**src/hw/ssf_defines.svh**
```systemverilog
`ifndef SSF_DEFINES_SVH
`define SSF_DEFINES_SVH

// Register byte offsets
`define SSF_OFF_CTRL 12'h000
`define SSF_OFF_STATUS 12'h014
`define SSF_OFF_TX 12'h020
`define SSF_OFF_RX 12'h030
`define SSF_OFF_INTSTS 12'h040
`define SSF_OFF_INTEN 12'h044

// Control register fields
`define SSF_CTRL_EN 0
`define SSF_CTRL_MASTER 1
`define SSF_CTRL_RX_PATH_RESET 2
`define SSF_CTRL_TH_LSB 4
`define SSF_CTRL_TH_MSB 7

// Status register fields
`define SSF_ST_TX_QUEUE_EMPTY 16
`define SSF_ST_ENSTS 15
`define SSF_ST_RXTO 12
`define SSF_ST_RXOV 11
`define SSF_ST_RX_LEVEL_THRESHOLD 10
`define SSF_ST_RX_QUEUE_FULL 9
`define SSF_ST_RX_QUEUE_EMPTY 8
`define SSF_ST_SLVUR 7

// Interrupt status and mask fields
`define SSF_INT_TO 0
`define SSF_INT_OV 1
`define SSF_INT_UR 2
`define SSF_INT_W 3

// Data path sizes
`define SSF_WORD_BITS 8
`define SSF_FIFO_DEPTH 8
`define SSF_PTR_W 3
`define SSF_CNT_W 4
`define SSF_BIT_LAST 3'h7

// Receive time-out limits
`define SSF_TO_W 10
`define SSF_TO_MASTER_SCLK 10'h040
`define SSF_TO_SLAVE_PCLK 10'h240

// Serial clock generation in master mode
`define SSF_MCLK_PERIOD_NS 50
`define SSF_SCLK_PERIOD_NS 400
`define SSF_DIV_W 4
`define SSF_SCLK_HALF_CYC ((`SSF_SCLK_PERIOD_NS / 2) / `SSF_MCLK_PERIOD_NS)

`endif

```
**src/hw/ssf_pkg.sv**
```systemverilog
package ssf_pkg;
    // Serial shifter state
    typedef enum logic {
        SH_IDLE,
        SH_ACTIVE
    } ssf_shift_t;
endpackage : ssf_pkg

```
**src/hw/ssf_sync.sv**
```systemverilog
`timescale 1ns/1ps
// Two-stage synchroniser, one chain per bit
module ssf_sync #(
    parameter int WIDTH = 1,
    parameter logic [WIDTH-1:0] INIT = '0
) (
    input wire logic clk, // Sampling clock
    input wire logic rst_n, // Async reset, active low
    input wire logic [WIDTH-1:0] async_in, // Inputs from outside the domain
    output logic [WIDTH-1:0] sync_out // Synchronised outputs
);
    logic [WIDTH-1:0] meta; // First stage, read only by second stage

    genvar i;
    generate
        for (i = 0; i < WIDTH; i++) begin : g_bit
            // Two flops per bit
            always_ff @(posedge clk or negedge rst_n) begin
                if (!rst_n) begin
                    meta[i] <= INIT[i];
                    sync_out[i] <= INIT[i];
                end else begin
                    meta[i] <= async_in[i];
                    sync_out[i] <= meta[i];
                end
            end
        end
    endgenerate
endmodule : ssf_sync

```
**src/hw/ssf_fifo.sv**
```systemverilog
`timescale 1ns/1ps
`include "ssf_defines.svh"
// Word queue with flush, count and level flags
module ssf_fifo (
    input wire logic clk, // Clock
    input wire logic rst_n, // Async reset, active low
    input wire logic flush, // Pointer reset
    input wire logic push, // Write strobe, dropped when full
    input wire logic [`SSF_WORD_BITS-1:0] push_data, // Write data
    input wire logic pop, // Read strobe, ignored when empty
    output logic [`SSF_WORD_BITS-1:0] pop_data, // Head entry
    output logic [`SSF_CNT_W-1:0] count, // Entries held
    output logic full, // All entries used
    output logic empty // No entries
);
    logic [`SSF_WORD_BITS-1:0] mem [`SSF_FIFO_DEPTH]; // Storage
    logic [`SSF_PTR_W-1:0] wr_ptr; // Write pointer
    logic [`SSF_PTR_W-1:0] rd_ptr; // Read pointer
    logic do_push; // Accepted write
    logic do_pop; // Accepted read

    assign full = (count == `SSF_CNT_W'(`SSF_FIFO_DEPTH));
    assign empty = (count == '0);
    assign do_push = push && !full;
    assign do_pop = pop && !empty;
    assign pop_data = mem[rd_ptr];

    // Storage write
    always_ff @(posedge clk) begin
        if (do_push) begin
            mem[wr_ptr] <= push_data;
        end
    end

    // Pointers and count
    always_ff @(posedge clk or negedge rst_n) begin
        if (!rst_n) begin
            wr_ptr <= '0;
            rd_ptr <= '0;
            count <= '0;
        end else if (flush) begin
            wr_ptr <= '0;
            rd_ptr <= '0;
            count <= '0;
        end else begin
            if (do_push) begin
                wr_ptr <= wr_ptr + 1'b1;
            end
            if (do_pop) begin
                rd_ptr <= rd_ptr + 1'b1;
            end
            if (do_push && !do_pop) begin
                count <= count + 1'b1;
            end else if (do_pop && !do_push) begin
                count <= count - 1'b1;
            end
        end
    end
endmodule : ssf_fifo

```
**src/hw/ssf_status_top.sv**
```systemverilog
`timescale 1ns/1ps
`include "ssf_defines.svh"
// Summary of operation
// - Transmit-empty bit mirrors empty transmit queue
// - Enable-state bit shows synchronised controller enable
// - Time-out flag when unread receive data idles
// - Reading receive data clears time-out condition
// - Writing one clears time-out flag
// - Full receive queue drops word, flags overrun
// - Level flag when count exceeds threshold
// - Receive-full bit while every entry used
// - Receive-empty bit while queue holds nothing
// - Underflow then select release sets underrun
// - Underflow means queue and shifter empty, selected
// - Underrun flag held until written one
// - Receive reset clears pointers, full, sets empty
module ssf_status_top (
    input wire logic MCLK, // System clock
    input wire logic NRST, // Async reset, active low
    input wire logic PSEL, // APB select
    input wire logic PENABLE, // APB access phase
    input wire logic PWRITE, // APB direction
    input wire logic [11:0] PADDR, // APB byte address
    input wire logic [31:0] PWDATA, // APB write data
    output logic [31:0] PRDATA, // APB read data
    output logic PREADY, // APB transfer done
    output logic PSLVERR, // APB unmapped address
    output logic IRQ, // Level interrupt
    input wire logic SCLK_IN, // Serial clock from master
    input wire logic SS_IN_N, // Slave select, active low
    input wire logic SDI, // Serial data in
    output logic SCLK_OUT, // Serial clock in master mode
    output logic SS_OUT_N, // Slave select out, active low
    output logic SDO // Serial data out
);
    // Address compare shared by read and write decode
    function automatic logic ssf_hit(input logic [11:0] addr, input logic [11:0] off);
        ssf_hit = (addr == off);
    endfunction : ssf_hit

    logic ctrl_en; // Software enable
    logic ctrl_master; // Master mode select
    logic [`SSF_CNT_W-1:0] rx_level_threshold; // Receive threshold
    logic rx_path_reset; // Receive reset pulse
    logic rx_timeout_flag; // Sticky time-out
    logic rx_overrun_flag; // Sticky overrun
    logic slave_tx_underrun_flag; // Sticky underrun
    logic [`SSF_INT_W-1:0] int_sts; // Interrupt status, read clears
    logic [`SSF_INT_W-1:0] int_en; // Interrupt mask
    logic s_sclk; // Synchronised serial clock
    logic s_ss_n; // Synchronised select
    logic s_sdi; // Synchronised data
    logic ctrl_enable_state; // Enable seen through crossing
    logic sclk_q; // Previous serial clock sample
    logic [`SSF_DIV_W-1:0] half_cnt; // Divider count
    logic phase; // Second half of serial period
    logic half_tick; // Half-period enable
    logic period_tick; // Full-period enable
    ssf_pkg::ssf_shift_t state; // Shifter state
    logic [2:0] bit_cnt; // Bit within word
    logic loaded; // Word loaded into shifter
    logic [`SSF_WORD_BITS-1:0] tx_sh; // Transmit shifter
    logic tx_sh_full; // Shifter holds queued data
    logic [`SSF_WORD_BITS-1:0] rx_sh; // Receive shifter
    logic underflow_seen; // Underflow during this select
    logic [`SSF_TO_W-1:0] to_cnt; // Time-out counter
    logic [`SSF_TO_W-1:0] to_limit; // Active time-out limit
    logic to_inc; // Time-out counter step
    logic rise; // Sample edge
    logic fall; // Shift edge
    logic slave_sel; // Selected as slave
    logic enter_active; // Word sequence begins
    logic tx_pop; // Load from transmit queue
    logic rx_push; // Completed receive word
    logic rx_pop; // Software read of receive data
    logic access; // First access cycle
    logic wr_done; // Write completes
    logic rd_done; // Read completes
    logic mapped; // Address decodes
    logic ev_timeout; // Time-out event
    logic ev_overrun; // Overrun event
    logic ev_underrun; // Underrun event
    logic underflow; // Underflow condition
    logic [31:0] next_prdata; // Read mux
    logic [`SSF_WORD_BITS-1:0] tx_head; // Transmit queue head
    logic [`SSF_WORD_BITS-1:0] rx_head; // Receive queue head
    logic [`SSF_CNT_W-1:0] tx_cnt; // Transmit entries
    logic [`SSF_CNT_W-1:0] rx_cnt; // Receive entries
    logic tx_full; // Transmit queue full
    logic tx_empty; // Transmit queue empty
    logic rx_full; // Receive queue full
    logic rx_empty; // Receive queue empty

    // Pin and enable crossings; select idles high
    ssf_sync #(.WIDTH(4), .INIT(4'h4)) u_sync (
        .clk(MCLK),
        .rst_n(NRST),
        .async_in({ctrl_en, SS_IN_N, SDI, SCLK_IN}),
        .sync_out({ctrl_enable_state, s_ss_n, s_sdi, s_sclk})
    );

    // Transmit queue, filled by software
    ssf_fifo u_tx_fifo (
        .clk(MCLK),
        .rst_n(NRST),
        .flush(1'b0),
        .push(wr_done && ssf_hit(PADDR, `SSF_OFF_TX)),
        .push_data(PWDATA[`SSF_WORD_BITS-1:0]),
        .pop(tx_pop),
        .pop_data(tx_head),
        .count(tx_cnt),
        .full(tx_full),
        .empty(tx_empty)
    );

    // Receive queue; reset path flushes pointers
    ssf_fifo u_rx_fifo (
        .clk(MCLK),
        .rst_n(NRST),
        .flush(rx_path_reset),
        .push(rx_push),
        .push_data({rx_sh[`SSF_WORD_BITS-2:0], s_sdi}),
        .pop(rx_pop),
        .pop_data(rx_head),
        .count(rx_cnt),
        .full(rx_full),
        .empty(rx_empty)
    );

    // Bus phase decode
    assign access = PSEL && PENABLE && !PREADY;
    assign wr_done = PSEL && PENABLE && PREADY && PWRITE;
    assign rd_done = PSEL && PENABLE && PREADY && !PWRITE;
    assign mapped = ssf_hit(PADDR, `SSF_OFF_CTRL) || ssf_hit(PADDR, `SSF_OFF_STATUS)
        || ssf_hit(PADDR, `SSF_OFF_TX) || ssf_hit(PADDR, `SSF_OFF_RX)
        || ssf_hit(PADDR, `SSF_OFF_INTSTS) || ssf_hit(PADDR, `SSF_OFF_INTEN);
    assign rx_pop = rd_done && ssf_hit(PADDR, `SSF_OFF_RX);

    // Read mux; unnamed bits stay zero
    always_comb begin
        next_prdata = '0;
        if (ssf_hit(PADDR, `SSF_OFF_CTRL)) begin
            next_prdata[`SSF_CTRL_EN] = ctrl_en;
            next_prdata[`SSF_CTRL_MASTER] = ctrl_master;
            next_prdata[`SSF_CTRL_TH_MSB:`SSF_CTRL_TH_LSB] = rx_level_threshold;
        end else if (ssf_hit(PADDR, `SSF_OFF_STATUS)) begin
            next_prdata[`SSF_ST_TX_QUEUE_EMPTY] = tx_empty;
            next_prdata[`SSF_ST_ENSTS] = ctrl_enable_state;
            next_prdata[`SSF_ST_RXTO] = rx_timeout_flag;
            next_prdata[`SSF_ST_RXOV] = rx_overrun_flag;
            next_prdata[`SSF_ST_RX_LEVEL_THRESHOLD] = (rx_cnt > rx_level_threshold);
            next_prdata[`SSF_ST_RX_QUEUE_FULL] = rx_full;
            next_prdata[`SSF_ST_RX_QUEUE_EMPTY] = rx_empty;
            next_prdata[`SSF_ST_SLVUR] = slave_tx_underrun_flag;
        end else if (ssf_hit(PADDR, `SSF_OFF_RX)) begin
            next_prdata[`SSF_WORD_BITS-1:0] = rx_head;
        end else if (ssf_hit(PADDR, `SSF_OFF_INTSTS)) begin
            next_prdata[`SSF_INT_W-1:0] = int_sts;
        end else if (ssf_hit(PADDR, `SSF_OFF_INTEN)) begin
            next_prdata[`SSF_INT_W-1:0] = int_en;
        end
    end

    // Bus answer, one wait state
    always_ff @(posedge MCLK or negedge NRST) begin
        if (!NRST) begin
            PREADY <= 1'b0;
            PRDATA <= '0;
            PSLVERR <= 1'b0;
        end else begin
            PREADY <= access;
            PSLVERR <= access && !mapped;
            if (access && !PWRITE) begin
                PRDATA <= next_prdata;
            end
        end
    end

    // Control register and self-clearing receive reset
    always_ff @(posedge MCLK or negedge NRST) begin
        if (!NRST) begin
            ctrl_en <= 1'b0;
            ctrl_master <= 1'b0;
            rx_level_threshold <= '0;
            rx_path_reset <= 1'b0;
            int_en <= '0;
        end else begin
            rx_path_reset <= 1'b0;
            if (wr_done && ssf_hit(PADDR, `SSF_OFF_CTRL)) begin
                ctrl_en <= PWDATA[`SSF_CTRL_EN];
                ctrl_master <= PWDATA[`SSF_CTRL_MASTER];
                rx_level_threshold <= PWDATA[`SSF_CTRL_TH_MSB:`SSF_CTRL_TH_LSB];
                rx_path_reset <= PWDATA[`SSF_CTRL_RX_PATH_RESET];
            end
            if (wr_done && ssf_hit(PADDR, `SSF_OFF_INTEN)) begin
                int_en <= PWDATA[`SSF_INT_W-1:0];
            end
        end
    end

    // Serial clock divider, free running
    assign half_tick = (half_cnt == `SSF_DIV_W'(`SSF_SCLK_HALF_CYC - 1));
    assign period_tick = half_tick && phase;
    always_ff @(posedge MCLK or negedge NRST) begin
        if (!NRST) begin
            half_cnt <= '0;
            phase <= 1'b0;
        end else if (half_tick) begin
            half_cnt <= '0;
            phase <= !phase;
        end else begin
            half_cnt <= half_cnt + 1'b1;
        end
    end

    // Edge selection by mode
    assign slave_sel = ctrl_en && !ctrl_master && !s_ss_n;
    assign rise = (state == ssf_pkg::SH_ACTIVE) && (ctrl_master ? (half_tick && !SCLK_OUT)
        : (s_sclk && !sclk_q));
    assign fall = (state == ssf_pkg::SH_ACTIVE) && (ctrl_master ? (half_tick && SCLK_OUT)
        : (!s_sclk && sclk_q));
    assign enter_active = (state == ssf_pkg::SH_IDLE)
        && (ctrl_master ? (ctrl_en && !tx_empty) : slave_sel);
    assign tx_pop = !tx_empty && (enter_active || (fall && (bit_cnt == '0) && !loaded));
    assign rx_push = rise && (bit_cnt == `SSF_BIT_LAST);

    // Shifter sequencing
    always_ff @(posedge MCLK or negedge NRST) begin
        if (!NRST) begin
            state <= ssf_pkg::SH_IDLE;
            sclk_q <= 1'b0;
            bit_cnt <= '0;
            loaded <= 1'b0;
            tx_sh <= '0;
            tx_sh_full <= 1'b0;
            rx_sh <= '0;
            SCLK_OUT <= 1'b0;
            SS_OUT_N <= 1'b1;
        end else begin
            sclk_q <= s_sclk;
            case (state)
                ssf_pkg::SH_IDLE: begin
                    bit_cnt <= '0;
                    if (enter_active) begin
                        // Start of a select period
                        state <= ssf_pkg::SH_ACTIVE;
                        loaded <= 1'b1;
                        tx_sh <= tx_empty ? '0 : tx_head;
                        tx_sh_full <= !tx_empty;
                        SS_OUT_N <= !ctrl_master;
                    end
                end
                ssf_pkg::SH_ACTIVE: begin
                    if (!ctrl_en || (!ctrl_master && s_ss_n)
                        || (ctrl_master && fall && (bit_cnt == '0) && !loaded && tx_empty)) begin
                        // Disabled, select released or queue drained
                        state <= ssf_pkg::SH_IDLE;
                        loaded <= 1'b0;
                        tx_sh_full <= 1'b0;
                        SCLK_OUT <= 1'b0;
                        SS_OUT_N <= 1'b1;
                    end else begin
                        if (ctrl_master && half_tick) begin
                            SCLK_OUT <= !SCLK_OUT;
                        end
                        if (rise) begin
                            // Sample data, count bit
                            rx_sh <= {rx_sh[`SSF_WORD_BITS-2:0], s_sdi};
                            bit_cnt <= bit_cnt + 1'b1;
                            if (bit_cnt == `SSF_BIT_LAST) begin
                                loaded <= 1'b0;
                                tx_sh_full <= 1'b0;
                            end
                        end else if (fall) begin
                            if ((bit_cnt == '0) && !loaded) begin
                                // Next word, zeros on empty queue
                                loaded <= 1'b1;
                                tx_sh <= tx_empty ? '0 : tx_head;
                                tx_sh_full <= !tx_empty;
                            end else begin
                                tx_sh <= {tx_sh[`SSF_WORD_BITS-2:0], 1'b0};
                            end
                        end
                    end
                end
                default: begin
                    state <= ssf_pkg::SH_IDLE;
                end
            endcase
        end
    end
    assign SDO = tx_sh[`SSF_WORD_BITS-1];

    assign underflow = slave_sel && tx_empty && !tx_sh_full;

    always_ff @(posedge MCLK or negedge NRST) begin
        if (!NRST) begin
            underflow_seen <= 1'b0;
        end else if (s_ss_n || ctrl_master) begin
            underflow_seen <= 1'b0;
        end else if (underflow) begin
            underflow_seen <= 1'b1;
        end
    end
    assign ev_underrun = underflow_seen && s_ss_n && !ctrl_master;

    assign to_limit = ctrl_master ? `SSF_TO_MASTER_SCLK : `SSF_TO_SLAVE_PCLK;
    assign to_inc = !rx_empty && (ctrl_master ? period_tick : 1'b1) && (to_cnt <= to_limit);
    assign ev_timeout = to_inc && (to_cnt == to_limit);
    always_ff @(posedge MCLK or negedge NRST) begin
        if (!NRST) begin
            to_cnt <= '0;
        end else if (rx_empty || rx_pop || rx_path_reset) begin
            to_cnt <= '0;
        end else if (to_inc) begin
            to_cnt <= to_cnt + 1'b1;
        end
    end

    // push into full queue is dropped
    assign ev_overrun = rx_push && rx_full;

    // Sticky status flags, set beats clear
    always_ff @(posedge MCLK or negedge NRST) begin
        if (!NRST) begin
            rx_timeout_flag <= 1'b0;
            rx_overrun_flag <= 1'b0;
            slave_tx_underrun_flag <= 1'b0;
        end else begin
            if (ev_timeout) begin
                rx_timeout_flag <= 1'b1;
            end else if (rx_pop || (wr_done && ssf_hit(PADDR, `SSF_OFF_STATUS)
                && PWDATA[`SSF_ST_RXTO])) begin
                rx_timeout_flag <= 1'b0;
            end
            if (ev_overrun) begin
                rx_overrun_flag <= 1'b1;
            end else if (wr_done && ssf_hit(PADDR, `SSF_OFF_STATUS) && PWDATA[`SSF_ST_RXOV]) begin
                rx_overrun_flag <= 1'b0;
            end
            if (ev_underrun) begin
                slave_tx_underrun_flag <= 1'b1;
            end else if (wr_done && ssf_hit(PADDR, `SSF_OFF_STATUS) && PWDATA[`SSF_ST_SLVUR]) begin
                slave_tx_underrun_flag <= 1'b0;
            end
        end
    end

    // Interrupt status, cleared by read, set wins
    always_ff @(posedge MCLK or negedge NRST) begin
        if (!NRST) begin
            int_sts <= '0;
            IRQ <= 1'b0;
        end else begin
            int_sts <= ((rd_done && ssf_hit(PADDR, `SSF_OFF_INTSTS)) ? '0 : int_sts)
                | {ev_underrun, ev_overrun, ev_timeout};
            IRQ <= |(int_sts & int_en);
        end
    end
endmodule : ssf_status_top

```
**config.mk**
```make
export PLATFORM = sky130hd
export DESIGN_NAME = ssf_status_top
export DESIGN_NICKNAME = d
export VERILOG_FILES = /design/src/hw/ssf_pkg.sv /design/src/hw/ssf_sync.sv /design/src/hw/ssf_fifo.sv /design/src/hw/ssf_status_top.sv
export VERILOG_INCLUDE_DIRS = /design/src /design/src/hw
export SDC_FILE = /design/constraint.sdc
export NUM_CORES = 1
export LEC_CHECK = 0
export BUFFER_PORTS_ARGS = -buffer_cell sky130_fd_sc_hd__clkbuf_2
export CORE_UTILIZATION = 59
export DETAILED_ROUTE_END_ITERATION = 6
export PLACE_DENSITY = 0.76
export SETUP_SLACK_MARGIN = 0.3
export SLEW_MARGIN = 20
export SYNTH_ARGS = -nofsm -noshare
export SYNTH_HDL_FRONTEND = slang
export SYNTH_SLANG_ARGS = --single-unit
```
**constraint.sdc**
```tcl
create_clock -name MCLK -period 3.4 [get_ports MCLK]
set_input_delay 0.34 -clock MCLK [delete_from_list [all_inputs] [get_ports MCLK]]
set_output_delay 0.34 -clock MCLK [all_outputs]
set_load 0.01 [all_outputs]
```
# After elaboration in Yosys (flattened, before gate mapping)
# Memory sizes are Yosys's and may differ from the RTL's.
# Index checks and enable logic that the tools add are counted.
[classes] n_reduce_logical=107 bitwise=4 add_sub_neg=11 order_cmp=2 eq_ne=19 mux=75
[op_table] op="logical AND 1 bit" count=54
[op_table] op="2-to-1 mux 8 bit" count=6
[op_table] op="2-to-1 mux 1 bit" count=35
[op_table] op="2-to-1 mux 10 bit" count=3
[op_table] op="2-to-1 mux 3 bit" count=10
[op_table] op="2-to-1 mux 4 bit" count=7
[op_table] op="== test 12 x 6 -> 1 bit (second input constant)" count=2
[op_table] op="== test 12 x 7 -> 1 bit (second input constant)" count=2
[op_table] op="logical NOT 1 bit" count=20
[op_table] op="nonzero test 2 bit" count=9
[op_table] op="one-hot mux 8 bit (2 select lines)" count=1
[op_table] op="adder 3 x 1 -> 3 bit (second input constant)" count=5
[op_table] op="2-to-1 mux 5 bit" count=3
[op_table] op="adder 4 x 1 -> 4 bit (second input constant)" count=3
[op_table] op="== test 12 x 5 -> 1 bit (second input constant)" count=1
[op_table] op="logical NOT 12 bit" count=1
[op_table] op="logical OR 1 bit" count=12
[op_table] op="adder 10 x 1 -> 10 bit (second input constant)" count=1
[op_table] op="== test 10 bit" count=1
[op_table] op="less-or-equal comparator 10 bit" count=1
[op_table] op="== test 4 bit (second input constant)" count=2
[op_table] op="logical NOT 4 bit" count=2
[op_table] op="2-to-1 mux 2 bit" count=4
[op_table] op="!= test 4 x 1 -> 1 bit (second input constant)" count=2
[op_table] op="19 further kinds" count=31
[totals] in_bits=52 n_memories=2 ram_bits=128 register_bits=102 word_cells=260 output_inout_bits=38
[memory_table] name="u_rx_fifo.mem" depth=8 word_bits=8 rd=1 rd_clocked_by_memory_dff=0 wr=1 line_no="ssf_fifo.sv:16" source="logic [`SSF_WORD_BITS-1:0] mem [`SSF_FIFO_DEPTH];"
[memory_table] name="u_tx_fifo.mem" depth=8 word_bits=8 rd=1 rd_clocked_by_memory_dff=0 wr=1 line_no="ssf_fifo.sv:16"

# Logic depth before layout (Yosys ltp)
[logic_depth] depth_word=12 depth_mapped=14 ltp_nobuf=14

# Cells and area by module
# From an unflattened synthesis, not the netlist that was laid out.
[hier_totals] hier_cells=713 hier_area_um2=10279.9
[by_module_without_submodules] mod="ssf_fifo" area_per_inst_um2=3124.2 cells_per_inst=166 instances=2 seq_area_each_um2=2172.1
[by_module_without_submodules] mod="ssf_status_top" area_per_inst_um2=3828.7 cells_per_inst=373 instances=1 seq_area_each_um2=1853.0
[by_module_without_submodules] mod="ssf_sync" area_per_inst_um2=202.7 cells_per_inst=8 instances=1 seq_area_each_um2=202.7

# Worst setup path before layout
# No wires, ideal clock.
[synth_path] kind="register -> register" from="register half_cnt[0]" to="register u_tx_fifo.count[3]" arrival_ps=2693 required_time_ps=3278 setup_slack_ps=584 path_buffers=0 synth_period_minus_slack_ps=2816 setup_time_ps=122 stages_incl_launch_ff=15 cell_sequence="dfrtp_1 -> ha_1 -> nor3b_2 -> a31o_2 -> nand3_1 -> a21oi_1 -> inv_1 -> ha_1 -> inv_1 -> ha_1 -> a21o_1 -> a21oi_1 -> xnor2_1 -> nor2_1 -> xnor2_1"
[synth_via] elab_chain_len=12 elab_cells_between_ends=14 cone_classes="1 x eq/ne; 2 x mux; 11 x reduce/logical"
[synth_rtl] element="from (decl)" line_no="ssf_status_top.sv:55" source="logic [`SSF_DIV_W-1:0] half_cnt;"
[synth_rtl] element="from (signal assigned)" line_no="ssf_status_top.sv:212" source="half_cnt <= half_cnt + 1'b1;"
[synth_rtl] element="== test 4 x 2 -> 1 bit *" line_no="ssf_status_top.sv:202" source="assign half_tick = (half_cnt == `SSF_DIV_W'(`SSF_SCLK_HALF_CYC - 1));"
[synth_rtl] element="logical AND 1 bit *" line_no="ssf_status_top.sv:220" source="assign fall = (state == ssf_pkg::SH_ACTIVE) && (ctrl_master ? (half_tick && SCLK_OUT)"
[synth_rtl] element="2-to-1 mux 1 bit *" line_no="ssf_status_top.sv:220"
[synth_rtl] element="logical AND 1 bit *" line_no="ssf_status_top.sv:220"
[synth_rtl] element="logical AND 1 bit * (2 in a row)" line_no="ssf_status_top.sv:224" source="assign tx_pop = !tx_empty && (enter_active || (fall && (bit_cnt == '0) && !loaded));"
[synth_rtl] element="logical OR 1 bit *" line_no="ssf_status_top.sv:224"
[synth_rtl] element="logical AND 1 bit *" line_no="ssf_status_top.sv:224"
[synth_rtl] element="logical AND 1 bit *" line_no="ssf_fifo.sv:25" source="assign do_pop = pop && !empty;"
[synth_rtl] element="logical NOT 1 bit" line_no="ssf_fifo.sv:52" source="if (do_push && !do_pop) begin"
[synth_rtl] element="logical AND 1 bit" line_no="ssf_fifo.sv:52"
[synth_rtl] element="2-to-1 mux 4 bit or nonzero test 2 bit (tied branches)"
[synth_rtl] element="to (signal assigned)" line_no="ssf_fifo.sv:53" source="count <= count + 1'b1;"
[synth_rtl] element="to (signal assigned)" line_no="ssf_fifo.sv:55" source="count <= count - 1'b1;"
[synth_rtl] element="to (decl)" line_no="ssf_fifo.sv:12" source="output logic [`SSF_CNT_W-1:0] count,"
# Mark *: on every way between the ends. The rest lies on a longest branch, timed or not.
# A chain may end at the register's enable or synchronous reset.

# Final worst setup path
# Ends and elaborated chain as after synthesis.

==> results.md <==
- Status: finished clean
- Count leader, synth: edfxtp_1
- Critical Path End Type: register
- Worst VDD drop: between 0.4 and 0.5 mV
- Hold Crit Class: in2reg
- I/O pin count: 90
- Total global routing track utilization: between 20% and 30%
- Total number of vias: between 6,000 and 7,000
- Antenna violations before repair: 0
- Sink Count: 230
- First-pass GRT wire length: approximately 33,000 µm
- DR iter-0 viols: about 460
- Share of post-route cells with drive strength above 1: 25.5%
- Final GP Congestion: about 0.9
- FF/Latch Area: 0.00640 mm²
- DIE AREA: approximately 0.018 mm²
- Synth cell types: 74
- Internal power: between 4000 and 5000 µW
- Die height: about 130 µm
- Critical Path AT: 3.30 ns
- Syn Area/Cell: between 10 and 15 µm²
- Max-Cap Viols: 0
- Reg2Reg Setup Slack: 0.48 ns
- Max_slew headroom: a little over two fifths
- DP Wirelength: between 10,000 and 15,000 µm
- Number of fill cells: 1,118
- Overflow after GRT: 0
- Area leader, netlist: edfxtp_1
- Area of the multi-input gates: ~0.0034 mm²
- Synth warn: 0
- Row count: 47
- Worst-Margin Slew: between 0.8 and 0.9 ns
- Dominant synthesized flop cell: edfxtp_1
- Area growth from synthesis to layout: 14.2%
- Top post-synthesis cells by area: edfxtp_1 38%, dfrtp_1 25%, mux4_2 7.2%
- Largest net degree at the start of global routing: 65
- Worst skew pair latency: around 0.51 ns
- Area after DPL: roughly 0.011 mm²
- Share of total power in combinational logic: 5.6%
- Post-Synthesis Cells: slightly below 700
- Core area: ~0.017 mm²
- Clock skew: 0.0249 ns
- Nets@finish: 856
- XOR/XNOR share of the synthesized area: under 10%
- Vias/cell: between 5 and 6
- Post-synthesis compound-gate area fraction: roughly 7.3%
- Commonest cells in the netlist: 128 x edfxtp_1, 99 x dfrtp_1, 48 x nand2_1
- CTS Buf Count: 23
- R2R Path End: u_tx_fifo.count[3]
- Worst-path fanout max: 5
- Setup TNS: 0 ns
- Top cell type's share of synthesized area: between 30% and 40%
- Vias in the first global route: around 6,200
- I/O Buffers: 50
- Final Hold Fails: 0
- DRC: 0
- Critical-path cell list: ha_2 > nor3b_4 > a31o_2 > nand3_1 > a21oi_2 > inv_1 > ha_1 > inv_1 > ha_1 > a21o_1 > a21oi_1 > xnor2_1 > nor2_1 > xnor2_1
- Leak: 0.00432 µW
- Clock share of power: a little over two fifths
- PwrDens: 510 mW/mm²
- Sw Pwr: 1280 µW
- CTS tree: built
- Slowest cell delay on critical path: around 0.37 ns
- Minimum clock period: approximately 2.9 ns
- Fmax: between 300 and 400 MHz
- Largest family of logic cells by synthesized area: multiplexers
- Worst r2r src: half_cnt[0]
- Post-synth ARST share: between 40% and 50%
- Post-synth EDFFs: ~130
- Total wire length: 20,900 µm
- Clk buf depth: 3
- RSZ-0062 raised after global routing: false
- # setup viols final: 0
- Sw Ratio: 21.9%
- Setup crit start kind: register
- Fin crit share: a little under nine tenths
- Worst path slowest cell: dfrtp_1
- Critical path required time: 3.77 ns
- Slew Limit Fails: 0
- Drt wl/cell: 20.5 µm
- Die width: around 130 µm
- Sequential fraction of the synthesis area: between 60% and 70%
- Finished layout cell area: roughly 0.011 mm²
- Mux cell area share after synthesis: approximately an eighth
- Post-DRT Antenna Nets: 0
- Number of H-tree levels: 1
- Starting Density: 60.5%
- Post-Syn Area: approximately 0.010 mm²
- CP Capture Point: u_tx_fifo.count[3]
- Crit Path Class: reg2reg
- Clock Pin Slew Worst Setup and Hold Paths: around 0.060 ns
- Simple-Gate Fraction of Synth Area: 9.27%
- Critical path launch point: half_cnt[0]
- FF-to-FF path depth: 14
- Clk root buf: clkbuf_16
- First drt pass iteration count: 6
- Reg power frac: a little over half
- Synth Register Bits: 230
- Adder-Cell Fraction of Synth Area: 2.88%
-- metrics by stage --
step / instances / hold slack, ns / util, % / worst slack, ns / power, µW
floorplan: 705 / 0.0444 / - / 0.584 / 3350
global placement: 972 / 0.331 / 64.3 / 0.373 / 3440
detailed placement: 972 / 0.342 / 64.3 / 0.205 / 3470
CTS: 1018 / 0.106 / 69.0 / 0.332 / 5910
global route: 1019 / 0.113 / 69.1 / 0.291 / 6080
finish: 1020 / 0.120 / 69.1 / 0.475 / 5870
-- how the worst min path moves through the flow --
| stage | start | endpoint | slack [ns] | cells past startpoint |
|---|---|---|---|---|
| CTS | PWDATA[3] | u_tx_fifo.mem[3][3] | 0.11 | 1 |
| detailed placement | u_sync.meta[3] | u_sync.sync_out[3] | 0.34 | 0 |
| floorplan | NRST | IRQ | 0.04 | 0 |
| global placement | u_sync.meta[0] | u_sync.sync_out[0] | 0.33 | 0 |
| finish | PWDATA[3] | u_tx_fifo.mem[3][3] | 0.12 | 1 |
| global route | PWDATA[3] | u_tx_fifo.mem[3][3] | 0.11 | 1 |
-- cells by family after synthesis --
| group | Yosys count |
|---|---|
| AOI/OAI and AO/OA | 105 |
| other | 1 |
| DFF | 230 |
| and+or+nand+nor | 169 |
| adders and majority gates | 22 |
| buffers and inverters | 63 |
| xor gates and xnor gates | 21 |
| muxes | 78 |
-- power by group through the flow --
stage | combinational [µW] | sequential (µW) | clock, µW
floorplan | 222 | 3130 | 0
global placement | 305 | 3140 | 0
detailed placement | 325 | 3140 | 0
CTS | 334 | 3090 | 2490
global route | 373 | 3100 | 2600
finish | 330 | 3090 | 2450
-- worst max-delay path, delay by kind of cell, from the launching register on --
kind                       cells  cell delay [ns]
adders and majority gates      3             0.72
AOI/OAI and AO/OA              4             0.78
and+or+nand+nor                3             0.46
DFF                            1             0.37
buffers and inverters          2             0.19
xor gates and xnor gates       2             0.27
-- placed cells by master, fill, tap and decap left out, drive strengths merged, types with 11 or more instances in the layout --
| cell | netlist | final |
|---|---|---|
| mux4 | 32 | 32 |
| clkbuf | 11 | 79 |
| xnor2 | 11 | 11 |
| mux2 | 27 | 27 |
| o21ai | 36 | 36 |
| edfxtp | 128 | 128 |
| mux2i | 19 | 19 |
| a21oi | 14 | 14 |
| conb | 1 | 17 |
| buf | 25 | 35 |
| nand2 | 48 | 48 |
| ha | 20 | 20 |
| nor2 | 42 | 42 |
| dfrtp | 99 | 99 |
| inv | 27 | 28 |
-- per-layer routing --
layer  track usage (%)  share of wire [%]  vias up
met2              43.5                 52      182
met5                 0                  0        -
li1                  -                  -     2768
met4              7.60                2.4        0
met3              3.60                4.8       45
met1              31.2                 40     3055
-- flip-flops by register name, indices dropped and copies added (netlist names), 3 cells and up --
signal              cells
PRDATA                 15
bit_cnt                 3
half_cnt                4
int_en                  3
int_sts                 3
rx_level_threshold      4
rx_sh                   7
to_cnt                 10
tx_sh                   8
u_rx_fifo.count         4
u_rx_fifo.mem          64
u_rx_fifo.rd_ptr        3
u_rx_fifo.wr_ptr        3
u_sync.meta             4
u_sync.sync_out         4
u_tx_fifo.count         4
u_tx_fifo.mem          64
u_tx_fifo.rd_ptr        3
u_tx_fifo.wr_ptr        3
-- timing repair --
| action | 4_1_cts | 5_1_grt |
|---|---|---|
| resized for setup | 2 | 1 |
| hold endpoints to repair | 36 | 0 |
| buffers inserted | 0 | 1 |
| hold buffers | 4 | 0 |
| setup endpoints to repair | 1 | 1 |
| pin swaps | 0 | 1 |
-- layout make-up --
class                      count  area share, %
multi-input combinational    412           29.9
clock inverter                12          0.969
tap                          220           2.39
sequential                   230           55.7
timing repair buffer          88           4.77
antenna                        1         0.0218
inverter                      27          0.881
clock buffer                  30           5.41
No activity file was read; power rests on OpenSTA's default activity.
